$ cat config.mk
export PLATFORM = sky130hd
export DESIGN_NAME = pas_input
export DESIGN_NICKNAME = d
export VERILOG_FILES = /design/src/common/pas_pkg.sv /design/src/hw/pas_input.sv
export SDC_FILE = /design/constraint.sdc
export NUM_CORES = 1
export LEC_CHECK = 0
export BUFFER_PORTS_ARGS = -buffer_cell sky130_fd_sc_hd__buf_2
export CORE_MARGIN = 2
export CORE_UTILIZATION = 35
export DETAILED_ROUTE_END_ITERATION = 7
export SYNTH_ARGS = -nofsm -noshare
export SYNTH_HDL_FRONTEND = slang
export SYNTH_SLANG_ARGS = --single-unit
export TNS_END_PERCENT = 20
$ cat constraint.sdc
create_clock -name clk -period 5.3 [get_ports clk]
set_input_delay 1.06 -clock clk [delete_from_list [all_inputs] [get_ports clk]]
set_output_delay 1.06 -clock clk [all_outputs]
set_load 0.01 [all_outputs]
$ cat src/common/pas_pkg.sv
package pas_pkg;
  // Sample and buffer shape
  localparam int SAMPLE_W = 24;
  localparam int FIFO_W = 25;
  localparam int FIFO_DEPTH = 8;
  localparam int FIFO_AW = 3;

  // Serial framing codes of the format field
  localparam logic [2:0] MODE_RJ16 = 3'h0;
  localparam logic [2:0] MODE_RJ20 = 3'h1;
  localparam logic [2:0] MODE_RJ24 = 3'h2;
  localparam logic [2:0] MODE_LJ24 = 3'h3;
  localparam logic [2:0] MODE_I2S16 = 3'h4;
  localparam logic [2:0] MODE_I2S24 = 3'h5;
  localparam logic [2:0] MODE_RESET = MODE_I2S24;

  // Word lengths in bits
  localparam logic [4:0] LEN_16 = 5'h10;
  localparam logic [4:0] LEN_20 = 5'h14;
  localparam logic [4:0] LEN_24 = 5'h18;

  // Initialization count in system clock cycles
  localparam int INIT_CYCLES = 1024;
  localparam logic [10:0] INIT_LAST = 11'(INIT_CYCLES - 1);

  // Allowed frame length change in bit clocks
  localparam logic [7:0] DRIFT_BITS = 8'h06;
  localparam logic [7:0] CNT_MAX = 8'hFF;

  // Ratio class boundaries, clock cycles per frame (midpoints)
  localparam logic [11:0] RAT_T_LOW = 12'h060;
  localparam logic [11:0] RAT_T192 = 12'h0A0;
  localparam logic [11:0] RAT_T256 = 12'h0E0;
  localparam logic [11:0] RAT_T384 = 12'h140;
  localparam logic [11:0] RAT_T512 = 12'h1C0;
  localparam logic [11:0] RAT_T768 = 12'h280;
  localparam logic [11:0] RAT_T_HIGH = 12'h380;
  localparam logic [11:0] FCNT_MAX = 12'hFFF;

  typedef enum logic [2:0] {
    RATIO_128 = 3'b000,
    RATIO_192 = 3'b001,
    RATIO_256 = 3'b010,
    RATIO_384 = 3'b011,
    RATIO_512 = 3'b100,
    RATIO_768 = 3'b101
  } pas_ratio_t;

  typedef enum logic [1:0] {
    ST_INIT = 2'b00,
    ST_SYNC = 2'b01,
    ST_RUN = 2'b10
  } pas_state_t;
endpackage

$ cat src/hw/pas_input.sv
module pas_fifo #(
  parameter int WIDTH = 25,
  parameter int DEPTH = 8,
  parameter int AW = 3
) (
  input wire logic clk,
  input wire logic nrst,
  input wire logic in_valid,
  input wire logic [WIDTH-1:0] in_data,
  output logic in_ready,
  output logic out_valid,
  output logic [WIDTH-1:0] out_data,
  input wire logic out_ready
);
  logic [WIDTH-1:0] mem_q [DEPTH];
  logic [AW-1:0] wr_q;
  logic [AW-1:0] rd_q;
  logic [AW:0] cnt_q;
  logic out_valid_q;
  logic [WIDTH-1:0] out_data_q;
  wire full = (cnt_q == (AW+1)'(DEPTH));
  wire empty = (cnt_q == '0);
  wire push = in_valid & ~full;
  // Output stage refills when empty or being drained
  wire pop = ~empty & (~out_valid_q | out_ready);

  assign in_ready = ~full;
  assign out_valid = out_valid_q;
  assign out_data = out_data_q;

  // Storage array, no reset needed
  always_ff @(posedge clk) begin
    if (push) begin
      mem_q[wr_q] <= in_data;
    end
  end

  // Pointers and fill count
  always_ff @(posedge clk) begin
    if (!nrst) begin
      wr_q <= '0;
      rd_q <= '0;
      cnt_q <= '0;
    end else begin
      wr_q <= push ? wr_q + 1'b1 : wr_q;
      rd_q <= pop ? rd_q + 1'b1 : rd_q;
      cnt_q <= cnt_q + (AW+1)'(push) - (AW+1)'(pop);
    end
  end

  // Registered head so outputs come from flops
  always_ff @(posedge clk) begin
    if (!nrst) begin
      out_valid_q <= 1'b0;
      out_data_q <= '0;
    end else if (pop) begin
      out_valid_q <= 1'b1;
      out_data_q <= mem_q[rd_q];
    end else if (out_ready) begin
      out_valid_q <= 1'b0;
    end
  end
endmodule // pas_fifo

// Overview of operation
// - Classify clock-per-frame ratio 128..768 automatically, no setting needed.
// - After reset count 1024 clocks, then load default mode settings.
// - Shift each data bit in on rising bit clock edge.
// - Frame drift over six bit clocks resyncs within a frame, muted.
// - Right-, left-justified or I2S framing chosen by three-bit format.
// - Default framing after reset is 24-bit I2S until rewritten.
// - Words are two's complement, most significant bit first.
// - In I2S low word clock is left, high is right.
// - In justified formats high word clock is left, low is right.
module pas_input (
  input wire logic clk,
  input wire logic nrst,
  input wire logic serial_bit_clock,
  input wire logic lr_word_clock,
  input wire logic pcm_serial_input,
  input wire logic [2:0] format_select,
  input wire logic format_write,
  output logic sample_valid,
  output logic [pas_pkg::SAMPLE_W-1:0] sample_data,
  output logic sample_left,
  input wire logic sample_ready,
  output logic muted,
  output logic [2:0] ratio_code,
  output logic ratio_ok,
  output logic init_done,
  output logic overrun
);
  import pas_pkg::*;

  // Word length per format
  function automatic logic [4:0] mode_len(input logic [2:0] f);
    case (f)
      MODE_RJ16, MODE_I2S16: mode_len = LEN_16;
      MODE_RJ20: mode_len = LEN_20;
      default: mode_len = LEN_24;
    endcase
  endfunction

  // Framing family tests
  function automatic logic is_i2s(input logic [2:0] f);
    is_i2s = (f == MODE_I2S16) || (f == MODE_I2S24);
  endfunction

  function automatic logic is_rj(input logic [2:0] f);
    is_rj = (f == MODE_RJ16) || (f == MODE_RJ20) || (f == MODE_RJ24);
  endfunction

  // Ratio class from clock cycles per frame, {ok, code}
  function automatic logic [3:0] ratio_of(input logic [11:0] c);
    if (c < RAT_T_LOW || c > RAT_T_HIGH) begin
      ratio_of = {1'b0, RATIO_128};
    end else if (c < RAT_T192) begin
      ratio_of = {1'b1, RATIO_128};
    end else if (c < RAT_T256) begin
      ratio_of = {1'b1, RATIO_192};
    end else if (c < RAT_T384) begin
      ratio_of = {1'b1, RATIO_256};
    end else if (c < RAT_T512) begin
      ratio_of = {1'b1, RATIO_384};
    end else if (c < RAT_T768) begin
      ratio_of = {1'b1, RATIO_512};
    end else begin
      ratio_of = {1'b1, RATIO_768};
    end
  endfunction

  logic [2:0] sync1_q;
  logic [2:0] sync2_q;
  logic bck_d1_q;
  logic lr_d1_q;
  logic lrb_q;
  pas_state_t st_q;
  pas_state_t st_d;
  logic [10:0] init_cnt_q;
  logic [2:0] mode_q;
  logic [SAMPLE_W-1:0] word_q;
  logic [7:0] cnt_q;
  logic [7:0] bpf_q;
  logic [7:0] ref_q;
  logic [11:0] fcnt_q;
  logic pend_v_q;
  logic [FIFO_W-1:0] pend_q;
  logic muted_q;
  logic init_done_q;
  logic overrun_q;
  logic [2:0] ratio_code_q;
  logic ratio_ok_q;
  logic fifo_ready;

  // Pins enter through two flops; only the second stage is read
  wire [2:0] pins = {pcm_serial_input, lr_word_clock, serial_bit_clock};
  wire bck_s = sync2_q[0];
  wire lr_s = sync2_q[1];
  wire dat_s = sync2_q[2];

  // Edge and boundary decode
  wire bck_rise = bck_s & ~bck_d1_q;
  wire lr_rise = lr_s & ~lr_d1_q;
  wire lr_chg = bck_rise & (lr_s != lrb_q);
  wire frame_start = lr_chg & lr_s;
  wire in_init = (st_q == ST_INIT);

  // Framing decode of the active format
  wire [4:0] cur_len = mode_len(mode_q);
  wire cur_i2s = is_i2s(mode_q);
  wire cur_rj = is_rj(mode_q);
  wire [4:0] align_sh = LEN_24 - cur_len;
  wire shift_en = bck_rise & ~lr_chg & ~in_init & (cur_rj | (cnt_q < {3'h0, cur_len}));
  wire [SAMPLE_W-1:0] aligned = word_q << align_sh;
  wire [7:0] diff = (bpf_q > ref_q) ? bpf_q - ref_q : ref_q - bpf_q;
  wire drift = diff > DRIFT_BITS;
  wire [3:0] ratio_now = ratio_of(fcnt_q);

  // Word leaves on every channel boundary; muted words are bipolar zero
  wire emit = lr_chg;
  wire [SAMPLE_W-1:0] emit_data = (st_q == ST_RUN) ? aligned : '0;
  wire emit_left = cur_i2s ? ~lrb_q : lrb_q;
  wire push = pend_v_q & fifo_ready;

  // Synchronizer; word clock timing relies on a steady source
  always_ff @(posedge clk) begin
    if (!nrst) begin
      sync1_q <= '0;
      sync2_q <= '0;
    end else begin
      sync1_q <= pins;
      sync2_q <= sync1_q;
    end
  end

  // Edge history and channel level sampled at bit clock rise
  always_ff @(posedge clk) begin
    if (!nrst) begin
      bck_d1_q <= 1'b0;
      lr_d1_q <= 1'b0;
      lrb_q <= 1'b0;
    end else begin
      bck_d1_q <= bck_s;
      lr_d1_q <= lr_s;
      lrb_q <= bck_rise ? lr_s : lrb_q;
    end
  end

  // Next state: init count, then sync until a frame repeats
  always_comb begin
    st_d = st_q;
    case (st_q)
      ST_INIT: st_d = (init_cnt_q == INIT_LAST) ? ST_SYNC : ST_INIT;
      ST_SYNC: st_d = (frame_start && !drift && ref_q != '0) ? ST_RUN : ST_SYNC;
      ST_RUN: st_d = (frame_start && drift) ? ST_SYNC : ST_RUN;
      default: st_d = ST_INIT;
    endcase
  end

  // State and init counter; the counter freezes once init ends
  always_ff @(posedge clk) begin
    if (!nrst) begin
      st_q <= ST_INIT;
      init_cnt_q <= '0;
    end else begin
      st_q <= st_d;
      init_cnt_q <= in_init ? init_cnt_q + 1'b1 : init_cnt_q;
    end
  end

  // Format field; held at default until the init count ends
  always_ff @(posedge clk) begin
    if (!nrst || in_init) begin
      mode_q <= MODE_RESET;
    end else if (format_write) begin
      mode_q <= format_select;
    end
  end

  // Deserializer, MSB first; I2S skips the bit under the boundary
  always_ff @(posedge clk) begin
    if (!nrst || in_init) begin
      word_q <= '0;
      cnt_q <= '0;
    end else if (lr_chg) begin
      word_q <= cur_i2s ? '0 : {{(SAMPLE_W-1){1'b0}}, dat_s};
      cnt_q <= cur_i2s ? 8'h00 : 8'h01;
    end else if (shift_en) begin
      word_q <= {word_q[SAMPLE_W-2:0], dat_s};
      cnt_q <= (cnt_q == CNT_MAX) ? cnt_q : cnt_q + 1'b1;
    end
  end

  // Bits per frame against last frame, for drift detection
  always_ff @(posedge clk) begin
    if (!nrst) begin
      bpf_q <= '0;
      ref_q <= '0;
    end else if (frame_start) begin
      bpf_q <= 8'h01;
      ref_q <= bpf_q;
    end else if (bck_rise && bpf_q != CNT_MAX) begin
      bpf_q <= bpf_q + 1'b1;
    end
  end

  // Ratio: clock cycles per word clock period, classified at each rise
  always_ff @(posedge clk) begin
    if (!nrst) begin
      fcnt_q <= '0;
      ratio_code_q <= RATIO_128;
      ratio_ok_q <= 1'b0;
    end else if (lr_rise) begin
      fcnt_q <= 12'h001;
      ratio_code_q <= ratio_now[2:0];
      ratio_ok_q <= ratio_now[3];
    end else begin
      fcnt_q <= (fcnt_q == FCNT_MAX) ? fcnt_q : fcnt_q + 1'b1;
    end
  end

  // Hold slot: bit stream cannot stall, so a full buffer loses a word
  always_ff @(posedge clk) begin
    if (!nrst) begin
      pend_v_q <= 1'b0;
      pend_q <= '0;
      overrun_q <= 1'b0;
    end else begin
      if (emit) begin
        pend_v_q <= 1'b1;
        pend_q <= {emit_left, emit_data};
      end else if (push) begin
        pend_v_q <= 1'b0;
      end
      overrun_q <= overrun_q | (emit & pend_v_q & ~push);
    end
  end

  // Status flops
  always_ff @(posedge clk) begin
    if (!nrst) begin
      muted_q <= 1'b1;
      init_done_q <= 1'b0;
    end else begin
      muted_q <= (st_q != ST_RUN);
      init_done_q <= ~in_init;
    end
  end

  assign muted = muted_q;
  assign init_done = init_done_q;
  assign overrun = overrun_q;
  assign ratio_code = ratio_code_q;
  assign ratio_ok = ratio_ok_q;

  // Sample buffer toward the filter
  pas_fifo #(
    .WIDTH(FIFO_W),
    .DEPTH(FIFO_DEPTH),
    .AW(FIFO_AW)
  ) i_pas_fifo (
    .clk(clk),
    .nrst(nrst),
    .in_valid(pend_v_q),
    .in_data(pend_q),
    .in_ready(fifo_ready),
    .out_valid(sample_valid),
    .out_data({sample_left, sample_data}),
    .out_ready(sample_ready)
  );
endmodule // pas_input

# Yosys cells after proc, flatten, opt, wreduce, memory -nomap -nowiden
# Memories as Yosys holds them, arrays and structs flattened. A register that Yosys moved wholly into a read port is not among the register bits.
# Cells that the tools add are included.
[word_totals]
ff_bits = 129
out_inout_bits = 33
wordCells = 143
mem_count = 1
ramBits = 200
[memory_table]
columns = ["name", "words", "word_bits", "read_ports", "rd_ports_with_merged_regs", "wr", "line", "rtl"]
rows = [
  ["i_pas_fifo.mem_q", 8, 25, 1, 1, 1, "pas_input.sv:15", "logic [WIDTH-1:0] mem_q [DEPTH];"],
]
[op_classes]
eq_ne = 15
addsub = 11
bitwise = 24
shift = 1
n_lt_le_gt_ge = 10
reduce_logical = 24
n_mux = 31
[op_table]
columns = ["operator", "n"]
rows = [
  ["two-way mux 24 bit", 3],
  ["two-way mux 8 bit", 4],
  ["less-than comparator 12 x 8 -> 1 bit (second input constant)", 2],
  ["less-than comparator 12 x 9 -> 1 bit (second input constant)", 2],
  ["<< shifter 24 x 5 -> 24 bit", 1],
  ["adder 8 x 1 -> 8 bit (second input constant)", 2],
  ["subtractor 8 bit", 2],
  ["two-way mux 1 bit", 15],
  ["adder 12 x 1 -> 12 bit (second input constant)", 1],
  ["== test 12 bit (second input constant)", 1],
  ["> comparator 12 x 10 -> 1 bit (second input constant)", 1],
  ["less-than comparator 12 x 10 -> 1 bit (second input constant)", 1],
  ["less-than comparator 12 x 7 -> 1 bit (second input constant)", 1],
  ["two-way mux 3 bit", 4],
  ["adder 11 x 1 -> 11 bit (second input constant)", 1],
  ["AND 1 bit", 11],
  ["== test 11 x 10 -> 1 bit (second input constant)", 1],
  ["inverter 1 bit", 10],
  ["== test 8 bit (second input constant)", 1],
  ["> comparator 8 x 3 -> 1 bit (second input constant)", 1],
  ["> comparator 8 bit", 1],
  ["less-than comparator 8 x 5 -> 1 bit", 1],
  ["!= test 8 bit (second input constant)", 1],
  ["case mux 4 bit (2 select lines)", 1],
  ["26 further kinds", 47],
]

# Longest topological paths before layout
[depth]
word_depth = 9
mapped_depth = 11
depth_no_buf = 10

# By module
# Synthesis repeated with hierarchy kept, for this count alone.
[hier_totals]
hier_cells = 1177
hier_area_um2 = 14830.5
[modules_own_cells]
columns = ["module", "area_per_inst_um2", "cells_each", "instances"]
rows = [
  ["pas_fifo", 8953.6, 503, 1],
  ["pas_input", 5876.9, 674, 1],
]

# Least setup slack after synthesis
# No wires, ideal clock.
[synth_path]
path_type = "register to register"
startpoint = "reg i_pas_fifo.cnt_q[2]"
endpoint = "mem i_pas_fifo.mem_q[0][0] (enable)"
arrival_time_ps = 2776
setup_time_ps = 438
path_slack_ps = 2086
period_less_slack_ps = 3214
path_stages_with_launch = 6
t_required_ps = 4862
path_cell_list = "dfxtp_1 -> inv_1 -> ha_1 -> a21boi_1 -> nand2b_1 -> nor3_1"
[synth_between]
elab_chain_len = 5
[synth_lines]
columns = ["item", "line", "rtl"]
rows = [
  ["from (decl)", "pas_input.sv:18", "logic [AW:0] cnt_q;"],
  ["from (signal assigned)", "pas_input.sv:47", "cnt_q <= cnt_q + (AW+1)'(push) - (AW+1)'(pop);"],
  ["== test 4 bit", "pas_input.sv:21", "wire full = (cnt_q == (AW+1)'(DEPTH));"],
  ["inverter 1 bit", "pas_input.sv:23", "wire push = in_valid & ~full;"],
  ["AND 1 bit", "pas_input.sv:23", ""],
  ["via i_pas_fifo.push", "pas_input.sv:23", ""],
  ["two-way mux 1 bit", "pas_input.sv:33", "if (push) begin"],
  ["two-way mux 1 bit (implied by the code)", "pas_input.sv:34", "mem_q[wr_q] <= in_data;"],
  ["to (decl)", "pas_input.sv:15", ""],
]
# The timed path passes the listed nets, and every way through them passes these cells.

# Worst setup path in the final report
[layout_path]
startpoint = "reg mode_q[0]"
endpoint = "reg cnt_q[7]"
[layout_between]
elab_chain_len = 8
elab_cells_between_ends = 13
cone_classes = "1 x order compare; 3 x eq/ne; 1 x mux; 2 x bitwise; 6 x reduce/logical"
[layout_lines]
columns = ["item", "line", "rtl"]
rows = [
  ["from (decl)", "pas_input.sv:140", "logic [2:0] mode_q;"],
  ["from (signal assigned)", "pas_input.sv:236", "mode_q <= format_select;"],
  ["== test 3 bit or zero test 3 bit (tied branches)", "pas_input.sv:97, pas_input.sv:110", ""],
  ["OR reduction 2 bit", "pas_input.sv:97", "case (f)"],
  ["case mux 4 bit (2 select lines)", "pas_input.sv:97", ""],
  ["less-than comparator 8 x 5 -> 1 bit", "pas_input.sv:173", "wire shift_en = bck_rise & ~lr_chg & ~in_init & (cur_rj | (cnt_q < {3'h0, cur_len}));"],
  ["OR 1 bit *", "pas_input.sv:173", ""],
  ["AND 1 bit *", "pas_input.sv:173", ""],
  ["nonzero test 2 bit (no source line) *", "-", ""],
  ["AND reduction 2 bit (no source line) *", "-", ""],
  ["to (signal assigned)", "pas_input.sv:247", "cnt_q <= cur_i2s ? 8'h00 : 8'h01;"],
  ["to (signal assigned)", "pas_input.sv:250", "cnt_q <= (cnt_q == CNT_MAX) ? cnt_q : cnt_q + 1'b1;"],
  ["to (decl)", "pas_input.sv:142", "logic [7:0] cnt_q;"],
]
# Mark *: on every way between the ends. The rest lies on a longest branch, timed or not.
# A chain may end at the register's enable or synchronous reset.

==> impl_metrics.py <==
metrics = {
    "run_status": {
        "status": "complete, no violations",
    },
    "pwr": {
        "peakVddDrop_mv": 0.219,
        "p_clk_share_pct": 37.8,
        "swShare_pct": 25.4,
        "switchingPower_uw": 1700,
        "combPwrFrac_pct": 15.6,
        "power_density_nw_per_um2": 399,
        "p_int_uw": 4990,
        "seqPwrFrac_pct": 46.7,
        "leakage_uw": 0.00581,
    },
    "synthesis": {
        "yosys.area.top_type": "edfxtp_1",
        "synth.most_common_cell": "edfxtp_1",
        "synth_edf_count": 200,
        "synth_top_family_by_area": "simple AND/OR/NAND/NOR gates",
        "async_flop_share_pct": 0,
        "synth.area.top_cells": "edfxtp_1, dfxtp_1, mux4_2, nand2_1, ha_1",
        "syn_avg_cell_area_um2": 12.8,
        "synthMuxAreaShare_pct": 9.97,
        "yosys.area_share.simple_pct": 11.5,
        "syn_nets": 1201,
        "synthAdderAreaFrac_pct": 2.77,
        "synth_compound_area_share_pct": 9.57,
        "synth-xor-area-share_pct": 2.25,
        "netlist_area_um2": 14800,
        "synth_top_area_share_pct": 40.6,
        "ys_seq_elements": 354,
        "synth_common_cells": "edfxtp_1, dfxtp_1, nand2_1",
        "yosysWarnings": 0,
        "synth_cell_type_count": 63,
        "ys.flop_type": "edfxtp_1",
        "synthCells": 1160,
        "synth-seq-area-share_pct": 61.4,
    },
    "clocking": {
        "h-tree-depth": 2,
        "clock_path_buffers": 3,
        "root_buffer": "clkbuf_16",
        "cts_buffers": 38,
        "post_cts_resized": 0,
        "cts_hold_buf": 0,
        "post_cts_buffers": 0,
        "clock_latency_ns": 0.53,
        "cts_sinks": 354,
        "clk_pin_slew_worst_paths_ns": 0.05,
        "cts_tree": "built",
    },
    "sta": {
        "final.period_utilization_pct": 62.7,
        "setup_viol": 0,
        "layout_min_cycle_time_ns": 3.32,
        "maxSlewViolCount": 0,
        "holdWs_ns": 0.432,
        "fmax_ghz": 0.301,
        "rsz0062_at_grt": "no",
        "finalHoldViolCount": 0,
        "skew_ns": 0.0185,
        "relSlewSlack_pct": 17.6,
        "worstMarginPinSlew_ns": 1.23,
        "tns_ns": 0,
    },
    "layout": {
        "fin_nets": 1233,
        "area_growth_pct": 13.2,
        "diodes": 0,
        "drive_above_1_share_pct": 14.9,
        "final_core_util_pct": 40.1,
        "stdcell_area_um2": 16800,
        "finalNonFillerCells": 1760,
    },
    "detailed_routing": {
        "drtAntennaViolNets": 0,
        "drt_iter0_drc": 673,
        "wl_met2_um": 13900,
        "vias": 9065,
        "viasPerCell": 5.15,
        "wl_per_cell_um": 17.3,
        "wirelength_met1_um": 14600,
        "dr.pass1.iters": 5,
        "top_layer": "met4",
        "drc": 0,
        "wirelength_um": 30400,
        "wl_met3_um": 1300,
    },
    "global_routing": {
        "grt_max_degree": 100,
        "track_usage_pct": 13.9,
        "grt_pass1_wl_um": 48800,
        "grt_antenna_before_repair": 0,
        "overflow": 0,
        "grt_pass1_vias": 8907,
    },
    "placed_design": {
        "dpl_cell_area_um2": 15600,
        "numPortBuffers": 42,
        "dp.cells": 1691,
        "place_congestion": 0.803,
        "dp_hpwl_um": 18500,
    },
    "critical_path": {
        "critPathLaunchType": "flip-flop",
        "r2r_start": "mode_q[0]$_SDFFE_PP1P_",
        "crit_path_start": "mode_q[0]$_SDFFE_PP1P_",
        "setup.worst_path.end": "cnt_q[7]$_SDFFE_PP0P_",
        "end_kind": "flip-flop",
        "rrSetupSlack_ns": 1.98,
        "critPathArrivalTime_ns": 3.75,
        "worstPathMaxFanout": 21,
        "worst-setup-path-type": "flip-flop to flip-flop",
        "reg2reg_to": "cnt_q[7]$_SDFFE_PP0P_",
        "critPathRequiredTime_ns": 5.73,
        "r2r.worst_path.cells": 9,
    },
    "floorplan": {
        "io_pins": 43,
        "fp-row-count": 75,
        "core_area_um2": 41900,
        "dieHeight_um": 210,
        "fp.dieW_um": 210,
        "start_util_pct": 35.4,
        "dieArea_um2": 44000,
    },
    "flow_run": {
        "drv_cap": 0,
    },
    "min_path": {
        "hp-class": "flip-flop to flip-flop",
        "holdPathStages": 1,
        "worstHoldStart": "sync1_q[1]$_SDFF_PN0_",
    },
}
[registers in the layout, summed over array words and instances, names as in the netlist, 4 cells and up]
name                 count
i_pas_fifo.cnt_q         4
bpf_q                    8
i_pas_fifo.mem_q       200
fcnt_q                  12
init_cnt_q              11
i_pas_fifo.out_data     25
ref_q                    8
word_q                  24
pend_q                  25
cnt_q                    8
[power by group through the flow]
stage               clock (uW)  sequential, uW  combinational (uW)
floorplan                    0            3170                 775
global placement             0            3190                1050
detailed placement           0            3190                1060
CTS                       2600            3130                1070
global route              2700            3150                1150
finish                    2530            3120                1040
[area by class of cell]
cell class / instances / area (um^2)
clock inverters: 18 / 155
fillers: 3938 / 25100
clock buffers: 51 / 1030
flip-flops and latches: 354 / 9090
multi-input cells: 711 / 5370
repair buffers: 58 / 333
well taps: 539 / 674
inverters: 29 / 109
[logic make-up (layout without fill, tap and decap cells)]
kind of cell,Yosys count,in the layout
mux,85,85
flops,354,354
fa+ha+maj,31,31
compound gates,207,207
buf+inv,95,156
xor+xnor,38,38
simple gates,350,350
[per-stage QoR]
step / total power (uW) / setup WS (ns)
after CTS: 6790 / 2.03
after global routing: 7000 / 1.75
final: 6690 / 1.98
after detailed placement: 4250 / 2.05
after floorplan: 3940 / 2.09
after global placement: 4240 / 2.11
[worst max-delay path, stage by stage, from the launching register on]
cell	delay, ns
dfxtp_1	0.38
or3b_2	0.68
nand2_1	0.41
ha_1	0.31
o21ai_0	0.16
a21oi_1	0.17
nor3_2	0.26
a21oi_1	0.20
or4_1	0.52
a21oi_1	0.14
[worst min path at each step]
stage,to,slack (ns)
floorplan,sync2_q[0]$_SDFF_PN0_,0.41
finish,sync2_q[1]$_SDFF_PN0_,0.43
CTS,sync2_q[1]$_SDFF_PN0_,0.43
detailed placement,sync2_q[1]$_SDFF_PN0_,0.42
global route,sync2_q[1]$_SDFF_PN0_,0.45
global placement,sync2_q[0]$_SDFF_PN0_,0.42
[layout by cell type (no fill, tap or decap), types with 5 or more instances in the layout]
| master | Yosys | layout |
|---|---|---|
| nand2b_1 | 10 | 10 |
| mux4_2 | 50 | 50 |
| nor2_2 | 0 | 6 |
| a21boi_0 | 24 | 24 |
| clkbuf_1 | 50 | 11 |
| nand4_1 | 12 | 12 |
| nand3_1 | 21 | 21 |
| nor3_1 | 22 | 20 |
| xor2_1 | 10 | 10 |
| nor2_1 | 56 | 50 |
| nor4_1 | 11 | 11 |
| o211ai_1 | 6 | 6 |
| clkbuf_16 | 0 | 39 |
| a21oi_1 | 66 | 65 |
| buf_2 | 8 | 41 |
| xnor2_1 | 28 | 28 |
| dfxtp_1 | 154 | 152 |
| or3_1 | 5 | 5 |
| nor3b_1 | 7 | 7 |
| edfxtp_1 | 200 | 200 |
| buf_4 | 2 | 17 |
| nand2_1 | 135 | 135 |
| and2_1 | 24 | 24 |
| clkinv_2 | 0 | 8 |
| o211a_1 | 28 | 28 |
| inv_1 | 29 | 29 |
| o221ai_1 | 11 | 11 |
| clkinv_1 | 0 | 6 |
| mux2i_1 | 35 | 35 |
| nor2b_1 | 24 | 24 |
| ha_1 | 28 | 28 |
| and3_1 | 10 | 10 |
| o21ai_0 | 34 | 34 |
[per-layer routing]
metal	vias to the layer above	track usage (%)
met5	-	0
met4	0	4.01
met1	4474	19.4
met3	51	2.51
li1	4360	-
met2	180	22.2
Power figures use the tool's default switching activity.
